===== config.mk =====
export PLATFORM = sky130hd
export DESIGN_NAME = dmbi_core
export DESIGN_NICKNAME = d
export VERILOG_FILES = /design/src/dmbi_pkg.sv /design/src/dmbi_core.sv
export VERILOG_INCLUDE_DIRS = /design/src
export SDC_FILE = /design/constraint.sdc
export NUM_CORES = 1
export LEC_CHECK = 0
export BUFFER_PORTS_ARGS = -buffer_cell sky130_fd_sc_hd__buf_2
export CAP_MARGIN = 0
export CORE_UTILIZATION = 30
export DETAILED_ROUTE_END_ITERATION = 12
export PLACE_DENSITY = 0.58
export SLEW_MARGIN = 10
export SYNTH_ARGS = -nofsm -noshare
export SYNTH_HDL_FRONTEND = slang
export SYNTH_SLANG_ARGS = --single-unit

===== constraint.sdc =====
create_clock -name CLOCK -period 3.6 [get_ports CLOCK]
set_clock_uncertainty 0.05 [all_clocks]
set_input_delay 0.54 -clock CLOCK [delete_from_list [all_inputs] [get_ports CLOCK]]
set_output_delay 0.54 -clock CLOCK [all_outputs]
set_load 0.02 [all_outputs]

===== src/dmbi_consts.svh =====
`ifndef DMBI_CONSTS_SVH
`define DMBI_CONSTS_SVH
`define DMBI_ADDR_W 32
`define DMBI_DATA_W 40
`define DMBI_WORD_LSB 8
`define DMBI_WORD_MSB 39
`define DMBI_BANKS 4
`define DMBI_PAGE_SHIFT_RST 5'h08
`define DMBI_BANK_SHIFT_RST 5'h1e
`define DMBI_MIN_ACK_CYCLES 1
`endif


===== src/dmbi_pkg.sv =====
package dmbi_pkg;
  typedef struct packed {
    logic valid;
    logic write;
    logic [31:0] addr;
    logic [39:0] wdata;
  } dmbi_req_type;
  typedef struct packed {
    logic [4:0] page_shift;
    logic [4:0] bank_shift;
  } dmbi_cfg_type;
  typedef enum logic [1:0] {
    DMBI_IDLE, DMBI_ACCESS, DMBI_FLOAT, DMBI_GRANT
  } dmbi_state_type;
endpackage


===== src/dmbi_core.sv =====
`include "dmbi_consts.svh"
`timescale 1ns/1ps
`default_nettype none
module dmbi_core #(
  parameter int ADDR_W = `DMBI_ADDR_W,
  parameter int DATA_W = `DMBI_DATA_W,
  parameter int BANKS = `DMBI_BANKS
) (
  input wire logic CLOCK,
  input wire logic NRST,
  input wire logic CLK_EN,
  input wire dmbi_pkg::dmbi_req_type CORE_REQ,
  input wire dmbi_pkg::dmbi_cfg_type MEM_CFG,
  output logic CORE_READY,
  output logic CORE_HALT,
  output logic [DATA_W-1:0] CORE_RDATA,
  output logic CORE_RVALID,
  output logic [ADDR_W-1:0] DATA_MEM_ADDR_O,
  output logic DATA_MEM_ADDR_OE,
  input wire logic [DATA_W-1:0] DATA_MEM_DATA_I,
  output logic [DATA_W-1:0] DATA_MEM_DATA_O,
  output logic DATA_MEM_DATA_OE,
  output logic [BANKS-1:0] DATA_MEM_BANK_SELECT_N_O,
  output logic DATA_MEM_READ_STROBE_N_O,
  output logic DATA_MEM_WRITE_STROBE_N_O,
  output logic DATA_MEM_CTRL_OE,
  output logic DATA_MEM_PAGE_CROSS,
  input wire logic DATA_MEM_ACKNOWLEDGE,
  input wire logic DATA_MEM_FLOAT_CONTROL_N,
  input wire logic BUS_REQUEST_N,
  output logic BUS_GRANT_N
);
  import dmbi_pkg::*;

  function automatic logic [ADDR_W-1:0] page_of(
    input logic [ADDR_W-1:0] a, input logic [4:0] sh);
    page_of = a >> sh;
  endfunction

  dmbi_state_type state_q;
  dmbi_state_type state_d;
  logic breq_meta_q;
  logic breq_meta_d;
  logic breq_sync_q;
  logic breq_sync_d;
  logic [ADDR_W-1:0] addr_q;
  logic [ADDR_W-1:0] addr_d;
  logic [DATA_W-1:0] wdata_q;
  logic [DATA_W-1:0] wdata_d;
  logic [DATA_W-1:0] rdata_q;
  logic [DATA_W-1:0] rdata_d;
  logic write_q;
  logic write_d;
  logic [BANKS-1:0] bank_q;
  logic [BANKS-1:0] bank_d;
  logic rd_n_q;
  logic rd_n_d;
  logic wr_n_q;
  logic wr_n_d;
  logic addr_oe_q;
  logic addr_oe_d;
  logic data_oe_q;
  logic data_oe_d;
  logic ctrl_oe_q;
  logic ctrl_oe_d;
  logic page_q;
  logic page_d;
  logic rvalid_q;
  logic rvalid_d;
  logic ready_q;
  logic ready_d;
  logic halt_q;
  logic halt_d;
  logic grant_n_q;
  logic grant_n_d;
  logic [ADDR_W-1:0] last_page_q;
  logic [ADDR_W-1:0] last_page_d;
  logic floated;
  logic take;
  logic done;
  logic [ADDR_W-1:0] bank_word;
  logic [BANKS-1:0] bank_sel_n;

  assign bank_word = CORE_REQ.addr >> MEM_CFG.bank_shift;

  // one comparator per select, low on a match
  for (genvar g = 0; g < BANKS; g++) begin : g_bank
    assign bank_sel_n[g] = bank_word[1:0] != 2'(g);
  end

  always_comb begin
    breq_meta_d = ~BUS_REQUEST_N;
    breq_sync_d = breq_meta_q;
  end

  // second stage only, first stage feeds nothing else
  always_ff @(posedge CLOCK) begin
    if (!NRST) begin
      breq_meta_q <= 1'b0;
      breq_sync_q <= 1'b0;
    end else if (CLK_EN) begin
      breq_meta_q <= breq_meta_d;
      breq_sync_q <= breq_sync_d;
    end
  end

  assign floated = ~DATA_MEM_FLOAT_CONTROL_N;
  assign take = state_q == DMBI_IDLE && !breq_sync_q && CORE_REQ.valid;
  assign done = state_q == DMBI_ACCESS && !floated && DATA_MEM_ACKNOWLEDGE;

  // page memory survives grants; first access compares with page 0
  always_comb begin
    last_page_d = last_page_q;
    page_d = 1'b0;
    if (take) begin
      last_page_d = page_of(CORE_REQ.addr, MEM_CFG.page_shift);
      page_d = last_page_d != last_page_q;
    end
  end

  always_ff @(posedge CLOCK) begin
    if (!NRST) begin
      last_page_q <= '0;
      page_q <= 1'b0;
    end else if (CLK_EN) begin
      last_page_q <= last_page_d;
      page_q <= page_d;
    end
  end

  // read data held until the next read, not cleared
  always_comb begin
    rvalid_d = 1'b0;
    rdata_d = rdata_q;
    if (done && !write_q) begin
      rvalid_d = 1'b1;
      rdata_d = DATA_MEM_DATA_I;
    end
  end

  always_ff @(posedge CLOCK) begin
    if (!NRST) begin
      rvalid_q <= 1'b0;
      rdata_q <= '0;
    end else if (CLK_EN) begin
      rvalid_q <= rvalid_d;
      rdata_q <= rdata_d;
    end
  end

  always_comb begin
    state_d = state_q;
    addr_d = addr_q;
    wdata_d = wdata_q;
    write_d = write_q;
    bank_d = bank_q;
    rd_n_d = 1'b1;
    wr_n_d = 1'b1;
    ready_d = 1'b0;
    halt_d = 1'b0;
    grant_n_d = 1'b1;
    addr_oe_d = 1'b1;
    ctrl_oe_d = 1'b1;
    data_oe_d = 1'b0;
    unique case (state_q)
      DMBI_IDLE: begin
        bank_d = {BANKS{1'b1}};
        if (breq_sync_q) begin
          state_d = DMBI_GRANT;
          halt_d = 1'b1;
          grant_n_d = 1'b0;
          addr_oe_d = 1'b0;
          ctrl_oe_d = 1'b0;
        end else if (CORE_REQ.valid) begin
          state_d = DMBI_ACCESS;
          addr_d = CORE_REQ.addr;
          wdata_d = CORE_REQ.wdata;
          write_d = CORE_REQ.write;
          bank_d = bank_sel_n;
          rd_n_d = CORE_REQ.write;
          wr_n_d = ~CORE_REQ.write;
          data_oe_d = CORE_REQ.write;
        end else begin
          ready_d = 1'b1;
        end
      end
      DMBI_ACCESS: begin
        rd_n_d = write_q;
        wr_n_d = ~write_q;
        data_oe_d = write_q;
        if (floated) begin
          // access is left open; partner acks after release
          state_d = DMBI_FLOAT;
          halt_d = 1'b1;
          addr_oe_d = 1'b0;
          ctrl_oe_d = 1'b0;
          data_oe_d = 1'b0;
        end else if (DATA_MEM_ACKNOWLEDGE) begin
          // current cycle completes before any grant
          state_d = DMBI_IDLE;
          rd_n_d = 1'b1;
          wr_n_d = 1'b1;
          data_oe_d = 1'b0;
          bank_d = {BANKS{1'b1}};
          ready_d = ~breq_sync_q;
        end else begin
          halt_d = 1'b1;
        end
      end
      DMBI_FLOAT: begin
        halt_d = 1'b1;
        addr_oe_d = 1'b0;
        ctrl_oe_d = 1'b0;
        if (!floated) begin
          // redrive and resume; ack must follow release
          state_d = DMBI_ACCESS;
          addr_oe_d = 1'b1;
          ctrl_oe_d = 1'b1;
          rd_n_d = write_q;
          wr_n_d = ~write_q;
          data_oe_d = write_q;
        end
      end
      DMBI_GRANT: begin
        halt_d = 1'b1;
        grant_n_d = 1'b0;
        addr_oe_d = 1'b0;
        ctrl_oe_d = 1'b0;
        if (!breq_sync_q) begin
          state_d = DMBI_IDLE;
          grant_n_d = 1'b1;
          halt_d = 1'b0;
          addr_oe_d = 1'b1;
          ctrl_oe_d = 1'b1;
        end
      end
    endcase
  end

  // no clock gating: clk_en only holds state
  always_ff @(posedge CLOCK) begin
    if (!NRST) begin
      state_q <= DMBI_IDLE;
      addr_q <= '0;
      wdata_q <= '0;
      write_q <= 1'b0;
      bank_q <= {BANKS{1'b1}};
      rd_n_q <= 1'b1;
      wr_n_q <= 1'b1;
      ready_q <= 1'b0;
      halt_q <= 1'b0;
      grant_n_q <= 1'b1;
      addr_oe_q <= 1'b0;
      data_oe_q <= 1'b0;
      ctrl_oe_q <= 1'b0;
    end else if (CLK_EN) begin
      state_q <= state_d;
      addr_q <= addr_d;
      wdata_q <= wdata_d;
      write_q <= write_d;
      bank_q <= bank_d;
      rd_n_q <= rd_n_d;
      wr_n_q <= wr_n_d;
      ready_q <= ready_d;
      halt_q <= halt_d;
      grant_n_q <= grant_n_d;
      addr_oe_q <= addr_oe_d;
      data_oe_q <= data_oe_d;
      ctrl_oe_q <= ctrl_oe_d;
    end
  end

  assign CORE_READY = ready_q;
  assign CORE_HALT = halt_q;
  assign CORE_RDATA = rdata_q;
  assign CORE_RVALID = rvalid_q;
  assign DATA_MEM_ADDR_O = addr_q;
  assign DATA_MEM_ADDR_OE = addr_oe_q;
  assign DATA_MEM_DATA_O = wdata_q;
  assign DATA_MEM_DATA_OE = data_oe_q;
  assign DATA_MEM_BANK_SELECT_N_O = bank_q;
  assign DATA_MEM_READ_STROBE_N_O = rd_n_q;
  assign DATA_MEM_WRITE_STROBE_N_O = wr_n_q;
  assign DATA_MEM_CTRL_OE = ctrl_oe_q;
  assign DATA_MEM_PAGE_CROSS = page_q;
  assign BUS_GRANT_N = grant_n_q;
endmodule
`default_nettype wire


Word-level counts from Yosys, hierarchy flattened
Index checks and enable logic that the tools add are counted.

word-level totals
  bits in latches = 0
  memory bits (read-only) = 0
  input port bits = 130
  output and inout port bits = 126
  word-level logic and storage cells = 99
  memories = 0
  register bits = 162
  RAM bits = 0

operators by class
  shifts and indexed selects = 2
  add/sub/neg operators = 0
  order comparisons = 0
  reduce and logical (&&, ||, !) cells = 17
  $mul = 0
  multiplexer cells = 45
  div/mod/pow operators = 0
  bitwise gates (word level) = 4
  equal/unequal tests = 13

operators by type and width
  operator                                                          number
  32-bit != test                                                    1
  32-bit by 5-bit >> shifter with 2-bit output                      1
  32-bit by 5-bit >> shifter with 32-bit output                     1
  1-bit two-way mux                                                 27
  4-bit two-way mux                                                 4
  2-bit two-way mux                                                 6
  2-bit != test (second input constant)                             6
  1-bit case mux with 3 select lines                                4
  2-bit case mux with 4 select lines                                1
  4-bit case mux with 2 select lines                                1
  4-bit AND reduction                                               2
  3-bit != test (second input constant)                             2
  1-bit logical AND                                                 5
  5-bit AND reduction                                               1
  2-bit == test (second input constant)                             2
  1-bit inverter                                                    4
  1-bit case mux with 2 select lines                                2
  2-bit AND reduction                                               2
  2-bit nonzero test                                                2
  2-bit OR reduction                                                2
  2-bit by 1-bit == test with 1-bit output (second input constant)  1
  1-bit logical NOT                                                 2
  2-bit logical NOT                                                 1
  2-bit by 1-bit != test with 1-bit output (second input constant)  1

Depth between registers and ports, before layout
Gate-level depths: netlist of the first run.

  depth after elaboration = 5
  gate-level depth with buffers = 12
  depth with buffers taken out = 8

Least setup slack after synthesis of the first run
No wires, ideal clock.

  kind = input port to flip-flop
  start = input port MEM_CFG[5] in the netlist's numbering
  end = register page_q, in the netlist DATA_MEM_PAGE_CROSS
  arrival time = 2.936 ns
  stages = 11
  path slack = 0.474 ns
  data required time = 3.410 ns
  buffers on the path = 3
  library setup time = 0.140 ns
  path through = buf_6 > buf_6 > buf_2 > mux4_2 > mux2i_1 > mux2i_1 > a221oi_2 > o2111ai_1 > or4_1 > nor4_1 > a41oi_1

between the ends
  cells in the longest elaborated chain, start to end = 3

ends and longest elaborated chain
  what                                           line              source
  start, declared                                dmbi_core.sv:13   input wire dmbi_pkg::dmbi_cfg_type MEM_CFG,
  32-bit by 5-bit >> shifter with 32-bit output  dmbi_core.sv:37   page_of = a >> sh;
  32-bit != test                                 dmbi_core.sv:117  page_d = last_page_d != last_page_q;
  1-bit two-way mux                              dmbi_core.sv:115  if (take) begin
  end signal, assigned                           dmbi_core.sv:127  page_q <= page_d;
  end, declared                                  dmbi_core.sv:66   logic page_q;

No other way between the ends.
A chain may end at the register's enable or synchronous reset.

Final worst setup path of the first run
Ends and elaborated chain as after synthesis.

==> impl.org, run 1 <==
** Run status
- The run finished with clean final reports.

** Clocking
- Clock latency on the worst-skew pair, taken at its later pin, is about 0.43 ns.
- CTS tree :: built
- In this run, post-CTS hold repair placed 0 buffers.
- Clock-pin slew was measured on the worst setup and hold paths at about 0.07 ns.
- The clock passes through at most 2 buffers.
- After clock tree synthesis, the repair step resized 0 gates.
- Cts bufs inserted :: 17
- H-Tree Depth :: 4
- The tree is rooted in a sky130_fd_sc_hd__clkbuf_16.
- Post-CTS timing repair inserted 0 buffers for setup.
- # clock sinks :: 162

** Setup path
- The critical path goes through buf_2 -> mux4_1 -> a22oi_1 -> mux2i_1 -> a22oi_2 -> xnor2_1 -> or4_1 -> nor4_1 -> a41oi_1.
- The critical path runs through a total of 9 cells.
- STA puts the critical path data required time at around 3.8 ns.
- Kind of cell with the highest combined delay on the critical path :: simple AND/OR/NAND/NOR gates
- Of all nets on the critical path, the largest fanout is 14.
- Element type at the critical path end :: register
- Critical path class :: in -> reg
- Slowest Stage Delay on Critical Path :: 0.64 ns
- Counting both buffers and inverters, the worst setup path holds a total of 1.
- STA puts the critical path data arrival time at 3.48 ns.
- Worst Reg-to-Reg Cells :: 7
- STA classifies the critical path startpoint as an input pin.
- On the critical path, the stage with the largest delay is an instance of sky130_fd_sc_hd__mux4_1.

** Placed design
- Routability-driven placement finished with a final weighted congestion of 0.9068.
- Count of buffers inserted at the top-level ports :: around 260
- HPWL Detailed :: between 15000 and 20000 um
- Count of placed standard cells including taps :: roughly 1.6k

** Min path
- The min-delay analysis places its worst path in the category in -> reg.
- The worst hold path passes through 3 cells.

** Global route
- Antenna violations before repair :: 0
- The number of global-route vias before repair is 7773.
- Total Routing Usage GR :: 0.1791
- Global routing finished with a remaining overflow of 0.
- Entering global routing, the biggest net connects 81 pins.
- The first global-routing pass estimated 43130 um of wire.

** Layout
- The number of antenna diodes in the final layout is 0.
- In the final layout, the share of cells above drive strength 1 is 0.2973.
- After the flow finishes, the layout carries non-filler instances totaling 1642.
- After the last flow step, the layout net total stands at about 1.4k.
- Area delta synth->final :: 26.50%

** Flow run
- Number of max-capacitance violations reported :: 0

** Timing
- Maximum frequency from static timing analysis :: just over 0.3 GHz
- For the pin with the worst max-slew slack, the measured transition is ~0.78 ns.
- Dividing the final minimum period by the clock period gives 0.8998.
- Final hold violation count :: 0
- Slew Viols, Final :: 0
- In the final timing run, aggregate negative setup slack is 0 ns.
- Headroom to the max-slew limit came out at 0.4817.
- Minimum clock period after layout :: approximately 3.2 ns
- Setup repair after global routing left no endpoint under its margin.
- Setup violations remaining at the end of the flow were counted as 0.
- Across all hold checks on the routed design, the worst slack comes to 0.2896 ns.

** Logic synthesis
- Synthesis inferred 162 register bits.
- By count the netlist is led by sky130_fd_sc_hd__nand2_1 (297), sky130_fd_sc_hd__dfxtp_1 (162), sky130_fd_sc_hd__a21boi_0 (122), sky130_fd_sc_hd__clkbuf_1 (64), sky130_fd_sc_hd__mux4_2 (37).
- Yosys printed 0 warnings.
- Post-synthesis cell type count :: 60
- Summing every instance area after synthesis gives roughly 8900 sq um.
- Yosys instantiated no cell more often than sky130_fd_sc_hd__nand2_1.
- A synthesized cell averages 8.724 sq um.
- Ys flop type :: sky130_fd_sc_hd__dfxtp_1
- Leading post-synthesis cells by cell area :: sky130_fd_sc_hd__dfxtp_1 (36%), sky130_fd_sc_hd__nand2_1 (13%), sky130_fd_sc_hd__a21boi_0 (10%)
- Post-synth ARST share :: 0
- In the synthesized netlist, the number of instances is 1019.
- Count of flip-flops with a built-in enable after synthesis :: 0
- For this run, the register share of the synthesized area comes to 0.3648.
- The number of nets in the synthesized netlist is about 1.2k.
- Leading area contributor after synthesis :: sky130_fd_sc_hd__dfxtp_1
- The share of synthesized area in the top cell type comes to 0.3648.

** Floorplan
- Count of standard-cell rows :: 62
- Count of boundary I/O pins :: roughly 260
- Vertical die dimension :: around 170 um
- The core region is between 20000 and 30000 sq um.
- Die Footprint :: 30320 sq um
- Initial Utilization :: 0.3072
- The floorplan step set the die width to 174.1 um.

** Power
- The design draws about 4.9 mW.
- Peak VDD IR :: approximately 0.28 mV
- Dividing total power by cell area gives a power density of 432.8 nW/um^2.
- In this run the static leakage power is between 4 and 5 nW.

** Route
- DRC violations left :: 0
- Drt first-iter violations :: 484
- The final route contains 8146 vias.
- Routed wire length per instance :: 16.54 um
- The first detailed-routing pass ran for 5 iterations.
- In the routed layout, each cell is associated on average with a via count of between 4 and 5.
- The count of nets left with antenna violations once routing finished came out at 0.
- Wire length reported by the detailed router :: 27160 um
==> cells by family (layout without fill, tap and decap cells) <==
kind of cell	Yosys count	after routing	synth area share
flip-flops	162	162	0.3648
multiplexers	84	84	0.1644
XOR/XNOR	25	25	0.02463
AO/OA/AOI/OAI	243	243	0.1999
AND/OR/NAND/NOR	410	410	0.1968
adder cells (fa/ha/maj)	5	5	0.007037
buffers and inverters	90	329	0.04251
==> tightest hold or removal path, delay by kind of cell <==
kind | cells | cell delay (ns)
buffers and inverters | 1 | 0.09
and+or+nand+nor | 1 | 0.04
AOI/OAI and AO/OA | 1 | 0.06
==> metrics by stage <==
step / area, sq um / worst slack (ns) / util
after detailed placement: 10620 / 0.009255 / 0.3670
after CTS: 11250 / 0.4664 / 0.3887
final: 11250 / 0.3607 / 0.3887
after floorplan: 8890 / 0.4745 / -
after global placement: 10620 / 0.07599 / 0.3670
after global routing: 11250 / 0.2355 / 0.3887
==> layout make-up <==
class	instances	area, sq um
Sequential cell	162	3243
Tap cell	384	480.5
Inverter	9	33.78
Multi-Input combinational cell	767	5291
Fill cell	2992	17690
Clock inverter	14	200.2
Clock buffer	17	425.4
Timing Repair Buffer	289	1572
==> power breakdown <==
| part | leakage [nW] | switching (mW) | internal [mW] |
|---|---|---|---|
| combinational | 3.14 | 0.577 | 0.414 |
| sequential | 1.32 | 0.0499 | 1.88 |
| clock | 0.294 | 0.836 | 1.11 |
| total | 4.75 | 1.46 | 3.41 |
==> final timing paths <==
check / start / end / slack (ns)
setup / recovery: MEM_CFG[5] / DATA_MEM_PAGE_CROSS$_SDFFE_PN0P_ / 0.36
hold / removal: CORE_REQ[16] / DATA_MEM_DATA_O[16]$_SDFFE_PN0P_ / 0.29
setup reg to reg: state_q[1]$_SDFFE_PN0P_ / DATA_MEM_BANK_SELECT_N_O[1]$_SDFFE_PN1P_ / 0.97
hold reg to reg: DATA_MEM_DATA_O[1]$_SDFFE_PN0P_ / DATA_MEM_DATA_O[1]$_SDFFE_PN0P_ / 0.41
==> registers in the layout (all words and copies together) (netlist names), 2 cells and up <==
register,flops
DATA_MEM_ADDR_O,32
DATA_MEM_DATA_O,40
DATA_MEM_BANK_SELECT_N_O,4
last_page_q,32
CORE_RDATA,40
state_q,2
==> metal layers <==
metal / GRT usage / routed length [um] / up-vias
met4: 0.06360 / 634 / 0
met5: 0 / 0 / -
met1: 0.2392 / 12320 / 3776
met2: 0.2873 / 12690 / 296
li1: - / - / 4037
met3: 0.03412 / 1516 / 37
==> placed cells by master (no fill, tap or decap), types with 15 or more instances in the layout <==
| cell | n |
|---|---|
| sky130_fd_sc_hd__nor2_1 | 26 |
| sky130_fd_sc_hd__clkbuf_16 | 17 |
| sky130_fd_sc_hd__buf_4 | 32 |
| sky130_fd_sc_hd__nor2b_1 | 22 |
| sky130_fd_sc_hd__o211a_1 | 19 |
| sky130_fd_sc_hd__a21boi_0 | 122 |
| sky130_fd_sc_hd__nand2_1 | 297 |
| sky130_fd_sc_hd__mux2i_1 | 29 |
| sky130_fd_sc_hd__nor3_1 | 19 |
| sky130_fd_sc_hd__xnor2_1 | 15 |
| sky130_fd_sc_hd__buf_2 | 254 |
| sky130_fd_sc_hd__a21oi_1 | 26 |
| sky130_fd_sc_hd__mux4_2 | 37 |
| sky130_fd_sc_hd__o21ai_0 | 20 |
| sky130_fd_sc_hd__dfxtp_1 | 162 |
No activity file was read; power rests on OpenSTA's default activity.
==> run 2, diff against run 1 <==
Settings changed: CELL_PAD_IN_SITES_DETAIL_PLACEMENT set to 1, CELL_PAD_IN_SITES_GLOBAL_PLACEMENT set to 2, PLACE_DENSITY 0.58 to 0.86.
==> impl.org, run 2 (synthesis results as in run 1) <==
** Clocking
- Clock input transition at the sequential cells of the worst setup and hold paths :: around 0.08 ns
- The clock passes through at most 2 buffers.
- Hold bufs inserted after CTS :: 0
- Post-CTS timing repair inserted 0 buffers for setup.
- The later pin in the worst-skew pair is clocked with a latency of 0.44 ns.
- CTS tree :: built
- Gates resized, CTS repair :: 0
- CTS saw ~160 sinks.
- The root buffer cell chosen for the clock tree is sky130_fd_sc_hd__clkbuf_16.
- Cts bufs inserted :: 17
- The clock tree synthesis step divided the H-tree into 4 levels.

** Layout
- Most common library cell in the layout ignoring fill and taps :: sky130_fd_sc_hd__nand2_1
- At the end of the flow, the number of nets in the layout was between 1k and 1.5k.
- Final std cells w/o fill :: around 1.6k
- Fraction of layout instances using a drive strength above 1 :: 0.2990
- Most frequent cells in the layout :: sky130_fd_sc_hd__nand2_1 (297), sky130_fd_sc_hd__buf_2 (254), sky130_fd_sc_hd__dfxtp_1 (162)
- Counting the fill cells in the layout gives roughly 3.5k.
- The area growth from synthesis to layout is 26.87%.
- Number of antenna diodes :: 0

** Route
- The first routing iteration left roughly 480 violations.
- Final ANT Viol Nets :: 0
- Routed wire length per instance :: roughly 19 um
- Before antenna repair, the detailed router went through 5 iterations.
- Wires add up to about 31000 um.
- After detailed routing, the number of remaining DRC violations is 0.
- Detailed routing inserted a total of 8475 vias.
- Using the TritonRoute via totals, the vias-per-cell ratio works out to approximately 5.2.

** Timing
- Final Hold Slack :: 0.2834 ns
- After routing, the total negative slack on setup checks comes to 0 ns.
- Minimum clock period after layout :: ~3.3 ns
- Derived from the worst setup path, the maximum achievable clock frequency is between 0.3 and 0.4 GHz.
- Setup slack closes at 0.2962 ns.
- Final hold violation count :: 0
- The worst pin sits at a relative slew slack of 0.5413.
- The final max-slew violation count came to 0.
- Number of endpoints failing setup at the final stage :: 0
- Final worst-path cycle share :: 0.9177
- Actual transition at the worst max-transition pin :: approximately 0.68 ns
- RSZ-0062 raised after global routing :: false

** Global route
- The first global-routing pass estimated approximately 48000 um of wire.
- Entering global routing, the biggest net connects 80 pins.
- Vias in the first global route :: ~8.5k
- In the global route stage, overall resource usage came out at 0.2017.
- Overflow after GRT :: 0
- Antenna violations before repair :: 0

** Flow run
- Number of max-capacitance violations reported :: 0

** Setup path
- On the worst path, the slowest cell contributes a delay of 0.65 ns.
- Cell chain of the critical path :: buf_2 -> mux4_1 -> mux2i_1 -> mux2i_1 -> a221oi_2 -> o2111ai_1 -> or4_1 -> nor4_1 -> a41oi_1
- Data on the critical path is required at its endpoint by approximately 3.8 ns.
- The cell family contributing the most delay on the critical path is multiplexers.
- Worst Reg-to-Reg Cells :: 6
- At the worst endpoint, the arrival time is between 3 and 4 ns.
- The startpoint identified for the worst register-to-register timing path is state_q[0]$_SDFFE_PN0P_.
- The largest individual stage delay along the critical path comes from the cell sky130_fd_sc_hd__mux4_1.
- Critical path class :: in -> reg
- Crit path buffers/inverters :: 1
- Critical path startpoint category :: input pin
- Setup slack, reg-to-reg :: roughly 0.77 ns
- Highest fanout seen on the critical path :: 16
- Element type at the critical path end :: register
- Most frequent cell on the critical path :: sky130_fd_sc_hd__mux2i_1
- Crit Reg-Reg Endpoint :: DATA_MEM_BANK_SELECT_N_O[1]$_SDFFE_PN1P_

** Power
- Pwr per Cell Area :: ~430 nW/um^2
- Final total power :: 4.821 mW
- Leakage power of the design :: approximately 4.8 nW
- Peak VDD IR :: about 0.29 mV

** Placed design
- The count of buffers added on input and output ports is between 200 and 300.
- Worst setup timing slack at the placement stage :: -0.05636 ns
- HPWL Detailed :: 22630 um
- Routability cong. :: 0.8811
- Count of placed standard cells including taps :: 1613

** Run status
- Outcome :: finished, final reports clean

** Min path
- Hold endpoint :: DATA_MEM_DATA_O[13]$_SDFFE_PN0P_
- Cell count of the worst hold path :: 3
- Start point of the worst min-delay path :: CORE_REQ[13]
- The min-delay analysis places its worst path in the category in -> reg.

** Floorplan
- Vertical die dimension :: roughly 170 um
- Count of standard-cell rows :: 62
- The core region is slightly below 30000 sq um.
- Count of boundary I/O pins :: 256
- Die Footprint :: 30320 sq um
- Die outline width :: around 170 um
- Initial Utilization :: 0.3072
[run 2: changes by cell type in the layout (fill, tap and decap cells not counted)]
| cell | previous run | this run |
|---|---|---|
| sky130_fd_sc_hd__buf_12 | 3 | 6 |
| sky130_fd_sc_hd__clkinvlp_4 | 3 | 1 |
| sky130_fd_sc_hd__clkbuf_8 | 0 | 1 |
| sky130_fd_sc_hd__buf_4 | 32 | 31 |
| sky130_fd_sc_hd__bufinv_16 | 3 | 0 |
| sky130_fd_sc_hd__clkinv_4 | 1 | 4 |
| sky130_fd_sc_hd__inv_8 | 1 | 3 |
| sky130_fd_sc_hd__clkinv_8 | 2 | 5 |
| sky130_fd_sc_hd__inv_6 | 4 | 1 |
[run 2: cell type report]
cell class              instances  area, sq um  area share
clock inverters                14        166.4     0.01475
repair buffers                291         1624      0.1440
clock buffers                  18        439.2     0.03894
flip-flops and latches        162         3243      0.2876
well taps                     384        480.5     0.04260
multi-input cells             767         5291      0.4692
inverters                       9        33.78    0.002995
[run 2: power by group]
group | switching, mW | internal [mW]
Combinational | 0.607 | 0.423
Clock | 0.911 | 0.951
Sequential | 0.0517 | 1.88
Total | 1.57 | 3.25
[run 2: stage by stage]
step	cell area, sq um	utilization
floorplan	8890	-
global placement	10670	0.3688
detailed placement	10670	0.3688
CTS	11280	0.3898
global route	11280	0.3898
finish	11280	0.3898
[run 2: metal layers]
metal	vias to the layer above	routed length, um	global-route usage
met4	0	906	0.07785
li1	4040	-	-
met1	4133	13420	0.2551
met3	54	1646	0.04134
met5	-	0	0
met2	248	14710	0.3362
[run 2: worst max-delay path by stage]
stage	depth (start not counted)	from	endpoint
finish	9	MEM_CFG[5]	DATA_MEM_PAGE_CROSS$_SDFFE_PN0P_
CTS	11	MEM_CFG[5]	DATA_MEM_PAGE_CROSS$_SDFFE_PN0P_
global route	11	MEM_CFG[5]	DATA_MEM_PAGE_CROSS$_SDFFE_PN0P_
global placement	11	MEM_CFG[5]	DATA_MEM_PAGE_CROSS$_SDFFE_PN0P_
floorplan	11	MEM_CFG[5]	DATA_MEM_PAGE_CROSS$_SDFFE_PN0P_
detailed placement	11	MEM_CFG[5]	DATA_MEM_PAGE_CROSS$_SDFFE_PN0P_
[run 2: worst reg2reg max path: cells and delay by family, from the launching register on]
family | cells | cell delay [ns]
flip-flops | 1 | 0.42
AND/OR/NAND/NOR | 3 | 1.04
adder cells (fa/ha/maj) | 1 | 0.39
AO/OA/AOI/OAI | 2 | 0.79
==> run 3, diff against run 2 <==
Settings changed: ABC_CLOCK_PERIOD_IN_PS set to 3600, CTS_BUF_LIST set to sky130_fd_sc_hd__clkbuf_4.
==> impl.org, run 3 (synthesis results as in run 1) <==
** Run status
- The flow ran to the end, and the final reports show no timing, DRC or antenna violations.

** Global route
- Entering global routing, the biggest net connects 80 pins.
- Vias in the first global route :: between 8k and 9k
- Overflow after GRT :: 0
- The first global-routing pass estimated a little under 50000 um of wire.
- Across every metal layer, demand over resource in global routing totals 0.1996.
- The number of antenna violations at the first check in global routing was 1.

** Timing
- Number of endpoints failing setup at the final stage :: 0
- Maximum frequency from static timing analysis :: 0.3218 GHz
- The total count of hold-check failures in the final report was 0.
- Final Hold Slack :: 0.1179 ns
- In the post-route analysis, the smallest setup slack over all paths is 0.4921 ns.
- Worst relative slew slack :: 0.5237
- The smallest clock period supported by the final layout is computed as 3.108 ns.
- Actual transition at the worst max-transition pin :: about 0.71 ns
- RSZ-0062 raised after global routing :: false
- Final worst-path cycle share :: 0.8633
- The final max-slew violation count was 0.
- After routing, the total negative slack on setup checks comes to 0 ns.

** Setup path
- For this design, the slowest cell found on the critical path is sky130_fd_sc_hd__mux4_1.
- The worst setup path is of the in -> reg kind.
- Grouping stages by cell kind, the critical path spends the most delay in multiplexers.
- FF-to-FF Start :: state_q[0]$_SDFFE_PN0P_
- STA puts the critical path data required time at about 4.0 ns.
- In this run the worst setup path begins at MEM_CFG[5].
- The number of buffers and inverters on the critical path is 3.
- Element type at the critical path end :: register
- Crit Reg-Reg Endpoint :: DATA_MEM_BANK_SELECT_N_O[1]$_SDFFE_PN1P_
- STA classifies the critical path startpoint as an input pin.
- Along the worst path, the maximum fanout reaches 16.
- Traced cell by cell, the critical path runs through buf_2 -> buf_12 -> mux4_1 -> mux2i_1 -> buf_4 -> o22ai_1 -> xor2_1 -> a2111oi_0 -> nand4_1 -> nor4_1 -> a41oi_1.
- Setup slack, reg-to-reg :: approximately 0.70 ns
- Data arrives at the worst endpoint at around 3.5 ns.
- In this run the number of cells on the critical path is 11.
- Slowest Stage Delay on Critical Path :: roughly 0.6 ns
- Worst Reg-to-Reg Cells :: 6
- End of the critical path :: DATA_MEM_PAGE_CROSS$_SDFFE_PN0P_

** Clocking
- For the worst-skew pair, the clock arrives at the later sink with an insertion delay of 0.58 ns.
- TritonCTS built the clock tree.
- Buffer depth of the longest clock path :: 2
- Once the clock tree was built, the resizer swapped 0 gates to a different size.
- The H-tree was split into 4 levels.
- Hold bufs inserted after CTS :: 0
- After clock tree synthesis, the clock-pin slew on the worst setup and hold paths is approximately 0.19 ns.
- Clock tree synthesis inserted a total of 17 buffers.
- Total setup buffers inserted after CTS :: 0
- The tree is rooted in a sky130_fd_sc_hd__clkbuf_4.
- # clock sinks :: ~160

** Layout
- Final Core Density :: 0.3792
- For this run, the number of standard cells in the final layout without fillers is between 1.5k and 2k.
- Fraction of layout instances using a drive strength above 1 :: 0.2982
- The library cell used most frequently in the layout, excluding fill and tap cells, is sky130_fd_sc_hd__nand2_1.
- Area delta synth->final :: 23.43%
- Summing all non-filler instances in the final layout gives an area of between 10000 and 15000 sq um.
- The top cell types in the final layout, fill and taps aside, are sky130_fd_sc_hd__nand2_1 (297), sky130_fd_sc_hd__buf_2 (254), sky130_fd_sc_hd__dfxtp_1 (162).
- # nets final :: 1383

** Floorplan
- Core area :: about 29000 sq um
- Count of standard-cell rows :: 62
- For this configuration, the core starts out at a cell density of 0.3072.
- Vertical die dimension :: around 170 um
- Die outline width :: between 150 and 200 um
- Count of boundary I/O pins :: approximately 260
- The die covers 30320 sq um.

** Min path
- The worst hold path was traced through 3 stages.
- Class of the tightest hold or removal check :: in -> reg

** Route
- Routed wire length per instance :: 18.55 um
- The first TritonRoute pass finished after 5 iterations.
- The detail route stage leaves a number of antenna-violating nets equal to 0.
- The first routing iteration left between 500 and 600 violations.
- Vias per Instance :: slightly above 5
- DRC violations left :: 0
- Wire length reported by the detailed router :: 30530 um
- The detailed router placed 8389 vias in this run.

** Power
- Peak VDD IR :: 0.2243 mV
- Summed over all cells, the static leakage comes to between 4 and 5 nW.
- Pwr per Cell Area :: about 370 nW/um^2
- The design draws slightly above 4 mW.

** Placed design
- Port buffering added ~260 buffers.
- Count of placed standard cells including taps :: about 1.6k
- HPWL Detailed :: around 23000 um
- Worst setup timing slack at the placement stage :: -0.05636 ns
- The congestion estimate from routability-driven global placement came to 0.8811.
- Placement Cell Area :: 10670 sq um

** Flow run
- Number of max-capacitance violations reported :: 0
-- run 3: cell types whose count changed in the layout (fill, tap and decap cells not counted) --
cell,change
sky130_fd_sc_hd__clkbuf_4,+17
sky130_fd_sc_hd__clkinv_1,+1
sky130_fd_sc_hd__clkbuf_16,-17
sky130_fd_sc_hd__clkbuf_8,-1
sky130_fd_sc_hd__diode_2,+1
-- run 3: how the worst min path moves through the flow --
| stage | end | slack, ns | start |
|---|---|---|---|
| finish | CORE_RDATA[8]$_SDFFE_PN0P_ | 0.12 | DATA_MEM_DATA_I[8] |
| global route | DATA_MEM_DATA_O[29]$_SDFFE_PN0P_ | 0.05 | CORE_REQ[29] |
| CTS | CORE_RDATA[8]$_SDFFE_PN0P_ | 0.07 | DATA_MEM_DATA_I[8] |
| detailed placement | DATA_MEM_DATA_O[4]$_SDFFE_PN0P_ | 0.41 | DATA_MEM_DATA_O[4]$_SDFFE_PN0P_ |
| global placement | DATA_MEM_DATA_O[19]$_SDFFE_PN0P_ | 0.40 | DATA_MEM_DATA_O[19]$_SDFFE_PN0P_ |
| floorplan | breq_meta_q$_SDFFE_PN0P_ | 0.40 | breq_meta_q$_SDFFE_PN0P_ |
-- run 3: cell type report --
cell class / instances / area, sq um
clock inverter: 15 / 170.2
inverter: 9 / 33.78
timing repair buffer: 291 / 1624
multi-input combinational: 767 / 5291
sequential: 162 / 3243
antenna: 1 / 2.502
clock buffer: 17 / 127.6
tap: 384 / 480.5
fill: 3531 / 17960
-- run 3: tightest hold or removal path, stage by stage --
cell	delay, ns
sky130_fd_sc_hd__buf_2	0.09
sky130_fd_sc_hd__nand2_1	0.04
sky130_fd_sc_hd__a21boi_0	0.06
-- run 3: power by group --
| part | switching [mW] | total (mW) | internal, mW |
|---|---|---|---|
| clock network | 0.817 | 1.14 | 0.318 |
| registers | 0.0515 | 1.93 | 1.88 |
| logic | 0.605 | 1.03 | 0.423 |
| total | 1.47 | 4.10 | 2.62 |
-- run 3: per-layer routing --
layer / part of all wire / vias up / global-route usage
met5: 0 / - / 0
met4: 0.028 / 0 / 0.07018
met3: 0.054 / 44 / 0.04265
met2: 0.48 / 244 / 0.3348
met1: 0.44 / 4062 / 0.2522
li1: - / 4039 / -
